[src/shared/bmp_cfg.svh]
// constants for the boot mode / programming port block
`ifndef BMP_CFG_SVH
`define BMP_CFG_SVH
`define BMP_ADDR_W 4
`define BMP_OFF_CTRL 4'h0
`define BMP_OFF_STAT 4'h4
`define BMP_OFF_TXD 4'h8
`define BMP_OFF_RXD 4'hc
`define BMP_OFF_HOLE 4'h1
`define BMP_RUN_ADDR 16'h0000
`define BMP_RESP_OKAY 2'b00
`define BMP_RESP_SLVERR 2'b10
`define BMP_CTRL_RST 32'h0000_0000
`define BMP_BAUD_DIV_DEF 16'h0010
`define BMP_BIT_COUNT 4'h8
`define BMP_AFRAME_BITS 4'h9
`endif

[src/shared/bmp_pkg.sv]
// types for the boot mode / programming port block
package bmp_pkg;
  typedef enum logic [1:0] {
    BMP_STAT_FETCH = 2'h0,
    BMP_STAT_IACK = 2'h1,
    BMP_STAT_GPO = 2'h2
  } bmp_stat_sel_t;
  typedef enum logic [1:0] {
    BMP_BOOT_RUN = 2'h0,
    BMP_BOOT_PROGRAM_CONNECTOR = 2'h3
  } bmp_boot_t;
  typedef enum logic [2:0] {
    BMP_S_IDLE = 3'b001,
    BMP_S_SHIFT = 3'b010,
    BMP_S_DONE = 3'b100
  } bmp_ser_st_t;
endpackage : bmp_pkg

[src/rtl/bmp_port.sv]
// boot mode capture, status pin, reset input and serial channel of the programming port
//
// Added by the designer: the address map and the AXI4-Lite register port.
`timescale 1ns/10ps
`include "bmp_cfg.svh"
module bmp_port #(
  parameter logic [15:0] BAUD_DIV = `BMP_BAUD_DIV_DEF
) (
  input wire logic aclk,
  input wire logic aresetn,
  input wire logic awvalid,
  output logic awready,
  input wire logic [31:0] awaddr,
  input wire logic wvalid,
  output logic wready,
  input wire logic [31:0] wdata,
  input wire logic [3:0] wstrb,
  output logic bvalid,
  input wire logic bready,
  output logic [1:0] bresp,
  input wire logic arvalid,
  output logic arready,
  input wire logic [31:0] araddr,
  output logic rvalid,
  input wire logic rready,
  output logic [31:0] rdata,
  output logic [1:0] rresp,
  input wire logic startup_mode_pin_0,
  input wire logic startup_mode_pin_1,
  input wire logic reset_in_n,
  input wire logic opcode_fetch_first,
  input wire logic int_ack,
  output logic status_pin,
  output logic cpu_reset_n,
  output logic program_mode,
  output logic [15:0] start_addr,
  output logic cold_boot,
  output logic debug_enable,
  input wire logic sclk_in,
  output logic sclk_out,
  output logic sclk_oe,
  output logic txd,
  input wire logic rxd
);
  import bmp_pkg::*;

  // pin synchronisers: first stage feeds only the second
  logic [3:0] sync1_q, sync1_d, sync2_q, sync2_d;
  always_comb begin
    sync1_d = {startup_mode_pin_1, startup_mode_pin_0, reset_in_n, rxd};
    sync2_d = sync1_q;
  end
  always_ff @(posedge aclk) begin
    sync1_q <= sync1_d;
    sync2_q <= sync2_d;
  end
  // link clock: two flip-flops, then a third for edge finding; left unreset so the
  // delayed copy always tracks the pin and no false edge follows reset
  logic [1:0] sc_sync_q, sc_sync_d;
  logic sc_prev_q, sc_prev_d;
  always_comb begin
    sc_sync_d = {sc_sync_q[0], sclk_in};
    sc_prev_d = sc_sync_q[1];
  end
  always_ff @(posedge aclk) begin
    sc_sync_q <= sc_sync_d;
    sc_prev_q <= sc_prev_d;
  end
  logic sclk_rise, sclk_fall;
  assign sclk_rise = sc_sync_q[1] && !sc_prev_q;
  assign sclk_fall = !sc_sync_q[1] && sc_prev_q;

  // reset held while either reset source asserted
  logic rst_q, rst_d;
  logic started_q, started_d;
  logic [1:0] mode_q, mode_d;
  always_comb begin
    rst_d = !aresetn || !sync2_q[1];
    started_d = started_q;
    mode_d = mode_q;
    if (rst_q) begin
      started_d = 1'b0;
    end else if (!started_q) begin
      // capture once at release; pin changes later are ignored
      started_d = 1'b1;
      mode_d = sync2_q[3:2];
    end
  end
  always_ff @(posedge aclk) begin
    if (!aresetn) begin
      rst_q <= 1'b1;
      started_q <= 1'b0;
      mode_q <= 2'h0;
    end else begin
      rst_q <= rst_d;
      started_q <= started_d;
      mode_q <= mode_d;
    end
  end
  // mixed pin levels fall back to run mode, the safe choice
  always_comb begin
    cpu_reset_n = !rst_q && started_q;
    program_mode = started_q && (mode_q == BMP_BOOT_PROGRAM_CONNECTOR);
    cold_boot = program_mode;
    start_addr = `BMP_RUN_ADDR;
    debug_enable = program_mode;
  end

  // register file
  logic [1:0] stat_sel_q, stat_sel_d;
  logic gpo_q, gpo_d, sync_mode_q, sync_mode_d, clone_q, clone_d;
  logic [7:0] tx_byte_q, tx_byte_d, rx_byte_q, rx_byte_d;
  logic tx_go_q, tx_go_d, rx_full_q, rx_full_d;
  logic aw_q, aw_d, w_q, w_d, b_q, b_d, r_q, r_d;
  logic [`BMP_ADDR_W-1:0] awa_q, awa_d, ara_idx;
  logic [31:0] wd_q, wd_d, rd_q, rd_d;
  logic busy;
  logic rx_done;
  logic [7:0] rx_word;
  logic [1:0] bresp_q, bresp_d, rresp_q, rresp_d;
  // addresses above the register window decode as a hole, so they answer with an error
  assign ara_idx = (|araddr[31:`BMP_ADDR_W]) ? `BMP_OFF_HOLE : araddr[`BMP_ADDR_W-1:0];
  always_comb begin
    awready = !aw_q && !b_q;
    wready = !w_q && !b_q;
    arready = !r_q;
    aw_d = aw_q;
    w_d = w_q;
    awa_d = awa_q;
    wd_d = wd_q;
    b_d = b_q;
    bresp_d = bresp_q;
    stat_sel_d = stat_sel_q;
    gpo_d = gpo_q;
    sync_mode_d = sync_mode_q;
    clone_d = clone_q;
    tx_byte_d = tx_byte_q;
    tx_go_d = 1'b0;
    rx_byte_d = rx_byte_q;
    rx_full_d = rx_full_q;
    r_d = r_q;
    rd_d = rd_q;
    rresp_d = rresp_q;
    if (awvalid && awready) begin
      aw_d = 1'b1;
      awa_d = (|awaddr[31:`BMP_ADDR_W]) ? `BMP_OFF_HOLE : awaddr[`BMP_ADDR_W-1:0];
    end
    if (wvalid && wready) begin
      w_d = 1'b1;
      wd_d = wdata;
    end
    if (aw_q && w_q) begin
      aw_d = 1'b0;
      w_d = 1'b0;
      b_d = 1'b1;
      bresp_d = `BMP_RESP_OKAY;
      case (awa_q)
        `BMP_OFF_CTRL: begin
          stat_sel_d = wd_q[1:0];
          gpo_d = wd_q[2];
          sync_mode_d = wd_q[3];
          clone_d = wd_q[4];
        end
        `BMP_OFF_TXD: begin
          if (!busy) begin
            tx_byte_d = wd_q[7:0];
            tx_go_d = 1'b1;
          end
        end
        `BMP_OFF_STAT, `BMP_OFF_RXD: bresp_d = `BMP_RESP_OKAY;
        default: bresp_d = `BMP_RESP_SLVERR;
      endcase
    end
    if (b_q && bready) begin
      b_d = 1'b0;
    end
    if (rx_done) begin
      rx_byte_d = rx_word;
      rx_full_d = 1'b1; // set wins over the read clear below
    end
    if (arvalid && arready) begin
      r_d = 1'b1;
      rresp_d = `BMP_RESP_OKAY;
      case (ara_idx)
        `BMP_OFF_CTRL: rd_d = {27'h0, clone_q, sync_mode_q, gpo_q, stat_sel_q};
        `BMP_OFF_STAT: rd_d = {26'h0, rx_full_q, busy, mode_q, program_mode, started_q};
        `BMP_OFF_TXD: rd_d = {24'h0, tx_byte_q};
        `BMP_OFF_RXD: begin
          rd_d = {24'h0, rx_byte_q};
          if (!rx_done) begin
            rx_full_d = 1'b0;
          end
        end
        default: begin
          rd_d = 32'h0;
          rresp_d = `BMP_RESP_SLVERR;
        end
      endcase
    end else if (r_q && rready) begin
      r_d = 1'b0;
    end
  end
  always_ff @(posedge aclk) begin
    if (!aresetn) begin
      aw_q <= 1'b0;
      w_q <= 1'b0;
      b_q <= 1'b0;
      r_q <= 1'b0;
      awa_q <= '0;
      wd_q <= 32'h0;
      rd_q <= 32'h0;
      bresp_q <= `BMP_RESP_OKAY;
      rresp_q <= `BMP_RESP_OKAY;
      stat_sel_q <= BMP_STAT_FETCH;
      gpo_q <= 1'b1;
      sync_mode_q <= 1'b0;
      clone_q <= 1'b0;
      tx_byte_q <= 8'h00;
      tx_go_q <= 1'b0;
      rx_byte_q <= 8'h00;
      rx_full_q <= 1'b0;
    end else begin
      aw_q <= aw_d;
      w_q <= w_d;
      b_q <= b_d;
      r_q <= r_d;
      awa_q <= awa_d;
      wd_q <= wd_d;
      rd_q <= rd_d;
      bresp_q <= bresp_d;
      rresp_q <= rresp_d;
      stat_sel_q <= stat_sel_d;
      gpo_q <= gpo_d;
      sync_mode_q <= sync_mode_d;
      clone_q <= clone_d;
      tx_byte_q <= tx_byte_d;
      tx_go_q <= tx_go_d;
      rx_byte_q <= rx_byte_d;
      rx_full_q <= rx_full_d;
    end
  end
  assign bvalid = b_q;
  assign bresp = bresp_q;
  assign rvalid = r_q;
  assign rdata = rd_q;
  assign rresp = rresp_q;

  // status pin: low the cycle after the selected cycle; high while in reset so host sees presence
  logic status_q, status_d;
  always_comb begin
    case (stat_sel_q)
      BMP_STAT_FETCH: status_d = !opcode_fetch_first;
      BMP_STAT_IACK: status_d = !int_ack;
      BMP_STAT_GPO: status_d = gpo_q;
      default: status_d = 1'b1;
    endcase
  end
  always_ff @(posedge aclk) begin
    if (!aresetn) begin
      status_q <= 1'b1;
    end else begin
      status_q <= status_d;
    end
  end
  assign status_pin = status_q;

  // serial channel: sync mode uses the local divided clock out when ctrl bit 4 is set, else the host's link clock; async uses baud ticks
  bmp_ser_st_t st_q, st_d;
  logic [15:0] div_q, div_d;
  logic [3:0] cnt_q, cnt_d;
  logic [7:0] sh_q, sh_d, rsh_q, rsh_d;
  logic sck_q, sck_d, txd_q, txd_d, done_q, done_d;
  logic tick, ext_clk;
  // serial link usable in both program mode and run mode; nothing here gates it on program_mode
  assign tick = (div_q == 16'h0);
  // clocked mode with the clock pin released: the host supplies the link clock
  assign ext_clk = sync_mode_q && !clone_q;
  always_comb begin
    st_d = st_q;
    cnt_d = cnt_q;
    sh_d = sh_q;
    rsh_d = rsh_q;
    sck_d = sck_q;
    txd_d = txd_q;
    done_d = 1'b0;
    div_d = tick ? BAUD_DIV : div_q - 16'h1;
    case (st_q)
      BMP_S_IDLE: begin
        txd_d = 1'b1;
        if (tx_go_q) begin
          sh_d = tx_byte_q;
          cnt_d = sync_mode_q ? `BMP_BIT_COUNT : `BMP_AFRAME_BITS;
          txd_d = sync_mode_q ? tx_byte_q[0] : 1'b0; // start bit in async
          st_d = BMP_S_SHIFT;
          div_d = BAUD_DIV;
        end else if (ext_clk && sclk_rise) begin
          // first bit arrives on the host's first rising edge
          rsh_d = {sync2_q[0], rsh_q[7:1]};
          cnt_d = `BMP_BIT_COUNT - 4'h1;
          st_d = BMP_S_SHIFT;
        end
      end
      BMP_S_SHIFT: begin
        if (ext_clk) begin
          // host clock: sample on its rising edge, next tx bit on its falling edge
          if (sclk_rise) begin
            rsh_d = {sync2_q[0], rsh_q[7:1]};
            cnt_d = cnt_q - 4'h1;
            if (cnt_q == 4'h1) begin
              st_d = BMP_S_DONE;
            end
          end else if (sclk_fall) begin
            sh_d = {1'b1, sh_q[7:1]};
            txd_d = sh_q[1];
          end
        end else if (tick) begin
          if (sync_mode_q) begin
            sck_d = !sck_q;
            if (!sck_q) begin
              rsh_d = {sync2_q[0], rsh_q[7:1]};
              cnt_d = cnt_q - 4'h1;
            end else begin
              sh_d = {1'b1, sh_q[7:1]};
              txd_d = sh_q[1];
              if (cnt_q == 4'h0) begin
                st_d = BMP_S_DONE;
              end
            end
          end else begin
            txd_d = (cnt_q == 4'h1) ? 1'b1 : sh_q[0];
            sh_d = {1'b1, sh_q[7:1]};
            rsh_d = {sync2_q[0], rsh_q[7:1]};
            cnt_d = cnt_q - 4'h1;
            if (cnt_q == 4'h1) begin
              st_d = BMP_S_DONE;
            end
          end
        end
      end
      BMP_S_DONE: begin
        txd_d = 1'b1;
        sck_d = 1'b0;
        done_d = 1'b1;
        st_d = BMP_S_IDLE;
      end
      default: st_d = BMP_S_IDLE;
    endcase
  end
  always_ff @(posedge aclk) begin
    if (!aresetn) begin
      st_q <= BMP_S_IDLE;
      div_q <= 16'h0;
      cnt_q <= 4'h0;
      sh_q <= 8'h00;
      rsh_q <= 8'h00;
      sck_q <= 1'b0;
      txd_q <= 1'b1;
      done_q <= 1'b0;
    end else begin
      st_q <= st_d;
      div_q <= div_d;
      cnt_q <= cnt_d;
      sh_q <= sh_d;
      rsh_q <= rsh_d;
      sck_q <= sck_d;
      txd_q <= txd_d;
      done_q <= done_d;
    end
  end
  assign busy = (st_q != BMP_S_IDLE);
  assign rx_done = done_q;
  assign rx_word = rsh_q;
  assign txd = txd_q;
  // pin driven only while ctrl bit 4 is set; in async mode it carries the gpo bit
  assign sclk_out = sync_mode_q ? sck_q : gpo_q;
  assign sclk_oe = clone_q;

  // a_mode_held and friends
  a_mode_held: assert property (@(posedge aclk) disable iff (!aresetn)
    started_q && $past(started_q) |-> mode_q == $past(mode_q))
    else $error("boot mode changed during operation");
  a_program_connector_select: assert property (@(posedge aclk) disable iff (!aresetn)
    program_mode |-> mode_q == 2'h3 && debug_enable)
    else $error("program mode without both pins high");
  a_run_start: assert property (@(posedge aclk) disable iff (!aresetn)
    started_q && mode_q == 2'h0 |-> !program_mode && start_addr == 16'h0000)
    else $error("run mode start wrong");
  a_dbg_gate: assert property (@(posedge aclk) disable iff (!aresetn)
    debug_enable |-> program_mode)
    else $error("debug allowed outside program mode");
  a_status_fetch: assert property (@(posedge aclk) disable iff (!aresetn)
    stat_sel_q == 2'h0 && opcode_fetch_first ##1 stat_sel_q == 2'h0 |-> !status_pin)
    else $error("status not low on fetch");
  a_status_iack: assert property (@(posedge aclk) disable iff (!aresetn)
    stat_sel_q == 2'h1 && int_ack ##1 stat_sel_q == 2'h1 |-> !status_pin)
    else $error("status not low on iack");
  a_status_gpo: assert property (@(posedge aclk) disable iff (!aresetn)
    stat_sel_q == 2'h2 ##1 stat_sel_q == 2'h2 |-> status_pin == $past(gpo_q))
    else $error("status not following gpo");
  a_reset_in: assert property (@(posedge aclk) disable iff (!aresetn)
    !sync2_q[1] |-> ##1 !cpu_reset_n ##1 !cpu_reset_n)
    else $error("reset input ignored");
  a_async_frame: assert property (@(posedge aclk) disable iff (!aresetn)
    tx_go_q && !sync_mode_q |=> !txd)
    else $error("no start bit");
  c_program_connector_boot: cover property (@(posedge aclk) $rose(program_mode));
  c_run_boot: cover property (@(posedge aclk) $rose(started_q) ##1 !program_mode);
  c_rx_byte: cover property (@(posedge aclk) rx_done);
  c_iack_low: cover property (@(posedge aclk) stat_sel_q == 2'h1 && !status_pin);
endmodule : bmp_port

[config.mk]
export PLATFORM = sky130hd
export DESIGN_NAME = bmp_port
export DESIGN_NICKNAME = d
export VERILOG_FILES = /design/src/shared/bmp_pkg.sv /design/src/rtl/bmp_port.sv
export VERILOG_INCLUDE_DIRS = /design/src /design/src/shared
export SDC_FILE = /design/constraint.sdc
export NUM_CORES = 1
export LEC_CHECK = 0
export BUFFER_PORTS_ARGS = -buffer_cell sky130_fd_sc_hd__buf_2
export CORE_ASPECT_RATIO = 1.5
export CORE_MARGIN = 2
export CORE_UTILIZATION = 25
export CTS_BUF_LIST = sky130_fd_sc_hd__clkbuf_8
export CTS_CLUSTER_SIZE = 12
export DETAILED_ROUTE_END_ITERATION = 16
export PLACE_DENSITY = 0.49
export SLEW_MARGIN = 20
export SYNTH_ARGS = -nofsm -noshare
export SYNTH_HDL_FRONTEND = slang
export SYNTH_SLANG_ARGS = --single-unit
[constraint.sdc]
create_clock -name aclk -period 2.11 [get_ports aclk]
set_clock_uncertainty 0.05 [all_clocks]
set_input_delay 0.5275 -clock aclk [delete_from_list [all_inputs] [get_ports aclk]]
set_output_delay 0.5275 -clock aclk [all_outputs]
set_load 0.02 [all_outputs]
After elaboration in Yosys (flattened, before gate mapping):

Index checks and enable logic that the tools add are counted.
W data, S select, Z words.

* add/sub/neg operators: 2
* eq/ne operators: 28
* muxes and demuxes: 68
* bitwise gates (word level): 4
* reductions and logical operators: 53

Operators by type and width (count)
* $mux W8: 14
* $reduce_or A28 Y1: 2
* $mux W16: 3
* $mux W4: 9
* $pmux W8 S2: 2
* $pmux W8 S4: 1
* $mux W3: 9
* $mux W1: 23
* $eq A4 B4 Y1 const B: 4
* $logic_not A16 Y1: 1
* $sub A16 B1 Y16 const B: 1
* $ne A3 B3 Y1 const B: 5
* $reduce_and A5 Y1: 3
* $logic_and A1 B1 Y1: 14
* $logic_not A1 Y1: 13
* $logic_not A4 Y1: 3
* $ne A2 B2 Y1 const B: 6
* $ne A4 B4 Y1 const B: 3
* $reduce_and A6 Y1: 2
* $eq A4 B3 Y1 const B: 2
* $pmux W4 S2: 1
* $reduce_or A4 Y1: 2
* $pmux W1 S3: 2
* $pmux W3 S2: 1
* other kinds (19): 29

* bits in registers: 133
* output and inout bits: 65
* word-level logic and storage cells: 188

Logic depth before layout (Yosys ltp):

* depth in word-level cells: 7
* depth in mapped cells: 9

Least setup slack after synthesis:

OpenSTA, ideal clock, no wires.

* kind: reg-to-reg
* start: register div_q[0]
* end: register rsh_q[0]
* library setup time: 128 ps
* arrival time: 1804 ps
* required time: 1932 ps
* path slack: 128 ps
* stages on the path, launching flop included: 9
* path buffers: 1
* period minus slack after synthesis: 1982 ps
* path through: dfxtp_1 -> inv_1 -> ha_1 -> nor3b_1 -> and4_1 -> buf_4 -> a31oi_2 -> mux2i_1 -> nor2_1

* cells in the longest elaborated chain, start to end: 3

RTL lines
* start, declared: RTL line bmp_port.sv:269 `logic [15:0] div_q, div_d;`
* start signal, assigned: RTL line bmp_port.sv:361 `div_q <= div_d;`
* $logic_not A16 Y1: RTL line bmp_port.sv:275 `assign tick = (div_q == 16'h0);`
* $ne A3 B3 Y1 (no source line)
* $reduce_and A6 Y1 (no source line)
* end signal, assigned: RTL line bmp_port.sv:364 `rsh_q <= rsh_d;`
* end, declared: RTL line bmp_port.sv:271 `logic [7:0] sh_q, sh_d, rsh_q, rsh_d;`

Every way passes these cells.
A chain may end at the register's enable or synchronous reset.

Worst setup path after layout:

* start: register sync_mode_q
* end: output port sclk_out

* cells in the longest elaborated chain, start to end: 1

RTL lines
* start, declared: RTL line bmp_port.sv:111 `logic gpo_q, gpo_d, sync_mode_q, sync_mode_d, clone_q, clone_d;`
* start signal, assigned: RTL line bmp_port.sv:234 `sync_mode_q <= sync_mode_d;`
* $mux W1: RTL line bmp_port.sv:375 `assign sclk_out = sync_mode_q ? sck_q : gpo_q;`
* end, declared: RTL line bmp_port.sv:40 `output logic sclk_out,`

Every way passes these cells.

==> impl_results.md <==
* Post-route DRC violation count at 0
* Hold depth at 1
* Average size of a mapped cell at 9.11 um^2
* Setup-failing EPs final at 0
* Top FF cell, synth: dfxtp_1
* Vias per cell at 4.37
* Achievable frequency at 0.493 GHz
* EDFF count, synth at 0
* Number of global-route vias before repair at 3893
* Synth-to-layout area growth at 21.0%
* Async set or reset register ratio after synthesis at 0
* Post-CTS setup buffers at 0
* Clock transition at path regs at 0.11 ns
* Nets at 773
* CP required at 1.53 ns
* Worst skew pair latency at 0.38 ns
* Synth cell types at 62
* Starting density of the core at 0.254
* Die X at 118 um
* Rel. slew slack at 0.653
* Die area at 0.0207 mm^2
* Combinational Power Share at 0.342
* Largest net degree at the start of global routing at 32
* Post-synthesis register bit count at 107
* Final worst slack at 0.0829 ns
* Routed Antenna Nets at 0
* Drt wl/cell at 13.4 um
* Synth area leader: dfxtp_1
* Switching power at 0.00199 W
* Core area at 0.0192 mm^2
* TritonRoute pass-1 iters at 5
* Total Routed Length at 12300 um
* Internal power at 0.00358 W
* Die Height at 175 um
* Initial antenna violation count at 0
* RD Place Congestion at 0.796
* Pwr dens at 946 mW/mm^2
* I/O Buffers at 108
* Total GRT Usage at 0.120
* Htree depth at 3
* Worst r2r path cells at 5
* Max-cap violation count at 0
* Cts hold-fix bufs at 0
* Worst endpoint data arrival time at 1.45 ns
* CP Max Fanout at 10
* Root Buffer: clkbuf_8
* Tot Pwr at 0.00558 W
* Net Sw Frac at 0.357
* FF-to-FF Start: div_q[12]
* Type of the worst min-delay path: in2reg
* P_leak at 2.42 nW
* Synth warn at 0
* Ports at 179
* Post-DP HPWL at 9450 um
* Cells after Synth at 535
* Clock network power share at 0.215
* Critical path type: reg2out
* Total inserted antenna cells at 0
* Layout cells sized above 1 at 0.271
* Reg power frac at 0.443
* RSZ-0062 raised after global routing: no
* Share of the synthesized area in the top cell type at 0.440
* Pre-CTS setup slack at -0.0600 ns
* Tcrit/Tclk final at 0.961
* Status: completed
* CP Capture Type: primary output
* Worst hold endpoint: sync1_q[3]
* Peak VDD IR at 0.290 mV
* Post-Synthesis Cell Area at 0.00487 mm^2
* TritonCTS clock tree: yes
* Initial drt markers at 126
* Vias at 4007
* First-pass GRT wire length at 19800 um
* GRT overflow at 0
* CP startpoint kind: register
* Post-synthesis sequential area ratio at 0.440
* CTS Buffer Depth at 2
* Top post-synthesis cells by area: dfxtp_1 (44%), buf_4 (6.9%), mux2i_1 (6.4%), nor2_1 (5.6%), nand2_1 (4.7%)
* Clk sinks at 107
* CTS Buf Count at 9
* Final hold violation count at 0
* Hold Startpoint: startup_mode_pin_1
* Pins over their slew limit at 0
* Capturing point of the worst reg2reg path: cnt_q[2]
* Worst slew pin tran at 0.519 ns
* Post-layout minimum cycle time at 2.03 ns
* Row cnt at 62
* R2r setup slk at 0.12 ns
-- cells by family (layout without fill, tap and decap cells) --
logic type | after synthesis | after routing | synth area share
AND/OR/NAND/NOR | 213 | 213 | 0.222
flip-flops | 107 | 107 | 0.440
buffers and inverters | 78 | 162 | 0.0958
AO/OA/AOI/OAI | 77 | 77 | 0.108
multiplexers | 42 | 42 | 0.101
XOR/XNOR | 13 | 13 | 0.0234
adder cells (fa/ha/maj) | 4 | 4 | 0.0103
other | 1 | 42 | 0.000769
-- synthesized netlist by cell type, drive strengths merged (9+ instances only) --
| cell type | n |
|---|---|
| inv | 11 |
| xnor2 | 9 |
| mux2i | 31 |
| nor2 | 75 |
| a22oi | 9 |
| buf | 50 |
| nor4 | 20 |
| clkbuf | 16 |
| nor3 | 17 |
| a21oi | 24 |
| o21ai | 12 |
| nand2 | 63 |
| dfxtp | 107 |
-- worst max path at each step --
stage | startpoint | to | cells past startpoint
after floorplan | div_q[0] | rsh_q[0] | 8
after global placement | div_q[0] | rsh_q[0] | 7
after detailed placement | div_q[0] | rsh_q[2] | 7
after CTS | sync_mode_q | sclk_out | 2
after global routing | st_q[0] | cnt_q[2] | 5
final | sync_mode_q | sclk_out | 2
-- state kept, by name, indices dropped and copies added (netlist names), 2 cells and up --
signal	cells
rdata	8
sync2_q	4
tx_byte_q	8
wd_q	8
rx_byte_q	8
awa_q	4
sc_sync_q	2
stat_sel_q	2
sync1_q	4
mode_q	2
cnt_q	4
div_q	16
st_q	3
sh_q	8
rsh_q	8
-- critical path: stages, from the launching register on --
cell	delay, ns
dfxtp_1	0.52
mux2_2	0.40
buf_2	0.16
-- cell usage in the layout, fill, tap and decap left out, types with 4 or more instances in the layout --
master,netlist,layout
mux2i_1,31,31
a21oi_1,23,23
xor2_1,4,4
o21ai_0,12,12
clkbuf_8,0,9
nor4_1,18,18
mux2_2,6,6
xnor2_1,9,9
conb_1,1,42
inv_1,11,11
mux4_2,5,5
a22oi_1,9,9
a311oi_1,7,7
nand2_1,61,61
dfxtp_1,107,107
buf_4,45,23
ha_1,4,4
nor3_1,14,14
nor2_1,73,73
buf_2,4,108
a211oi_1,4,4
nand4_1,7,7
-- stage by stage --
step	TNS (ns)	area, um^2	hold slack [ns]	instances	utilization
6_report	0	5900	0.197	916	0.308
5_1_grt	0	5900	0.173	916	0.308
4_1_cts	0	5890	0.172	916	0.307
3_5_place_dp	-0.341	5700	0.262	900	0.297
3_3_place_gp	-0.135	5700	0.261	900	0.297
2_1_floorplan	0	5030	0.260	576	-
-- layout make-up --
type	count	area, um^2
Inverter	12	45.0
Sequential cell	107	2140
Clock inverter	7	56.3
Tap cell	256	320
Multi-Input combinational cell	391	2430
Fill cell	2102	13300
Clock buffer	9	124
Timing Repair Buffer	134	773
-- layer usage --
metal,vias to the layer above,track usage,share of wire
met5,-,0,0
met4,0,0.0507,0.021
met3,17,0.0147,0.039
met2,112,0.230,0.55
met1,1835,0.131,0.39
li1,2043,-,-
-- timing repair --
item                       CTS  global route
setup endpoints to repair    8            11
pin swaps                    0             0
resized for setup            2             2
-- power groups by stage --
| stage | Sequential [W] | Combinational (W) | Clock (W) |
|---|---|---|---|
| 5_1_grt | 0.00251 | 0.00214 | 0.00134 |
| 6_report | 0.00247 | 0.00191 | 0.00120 |
| 2_1_floorplan | 0.00248 | 0.00142 | 0 |
| 3_5_place_dp | 0.00251 | 0.00191 | 0 |
| 4_1_cts | 0.00247 | 0.00192 | 0.00126 |
| 3_3_place_gp | 0.00251 | 0.00190 | 0 |
(Power assumes the default switching activity.)
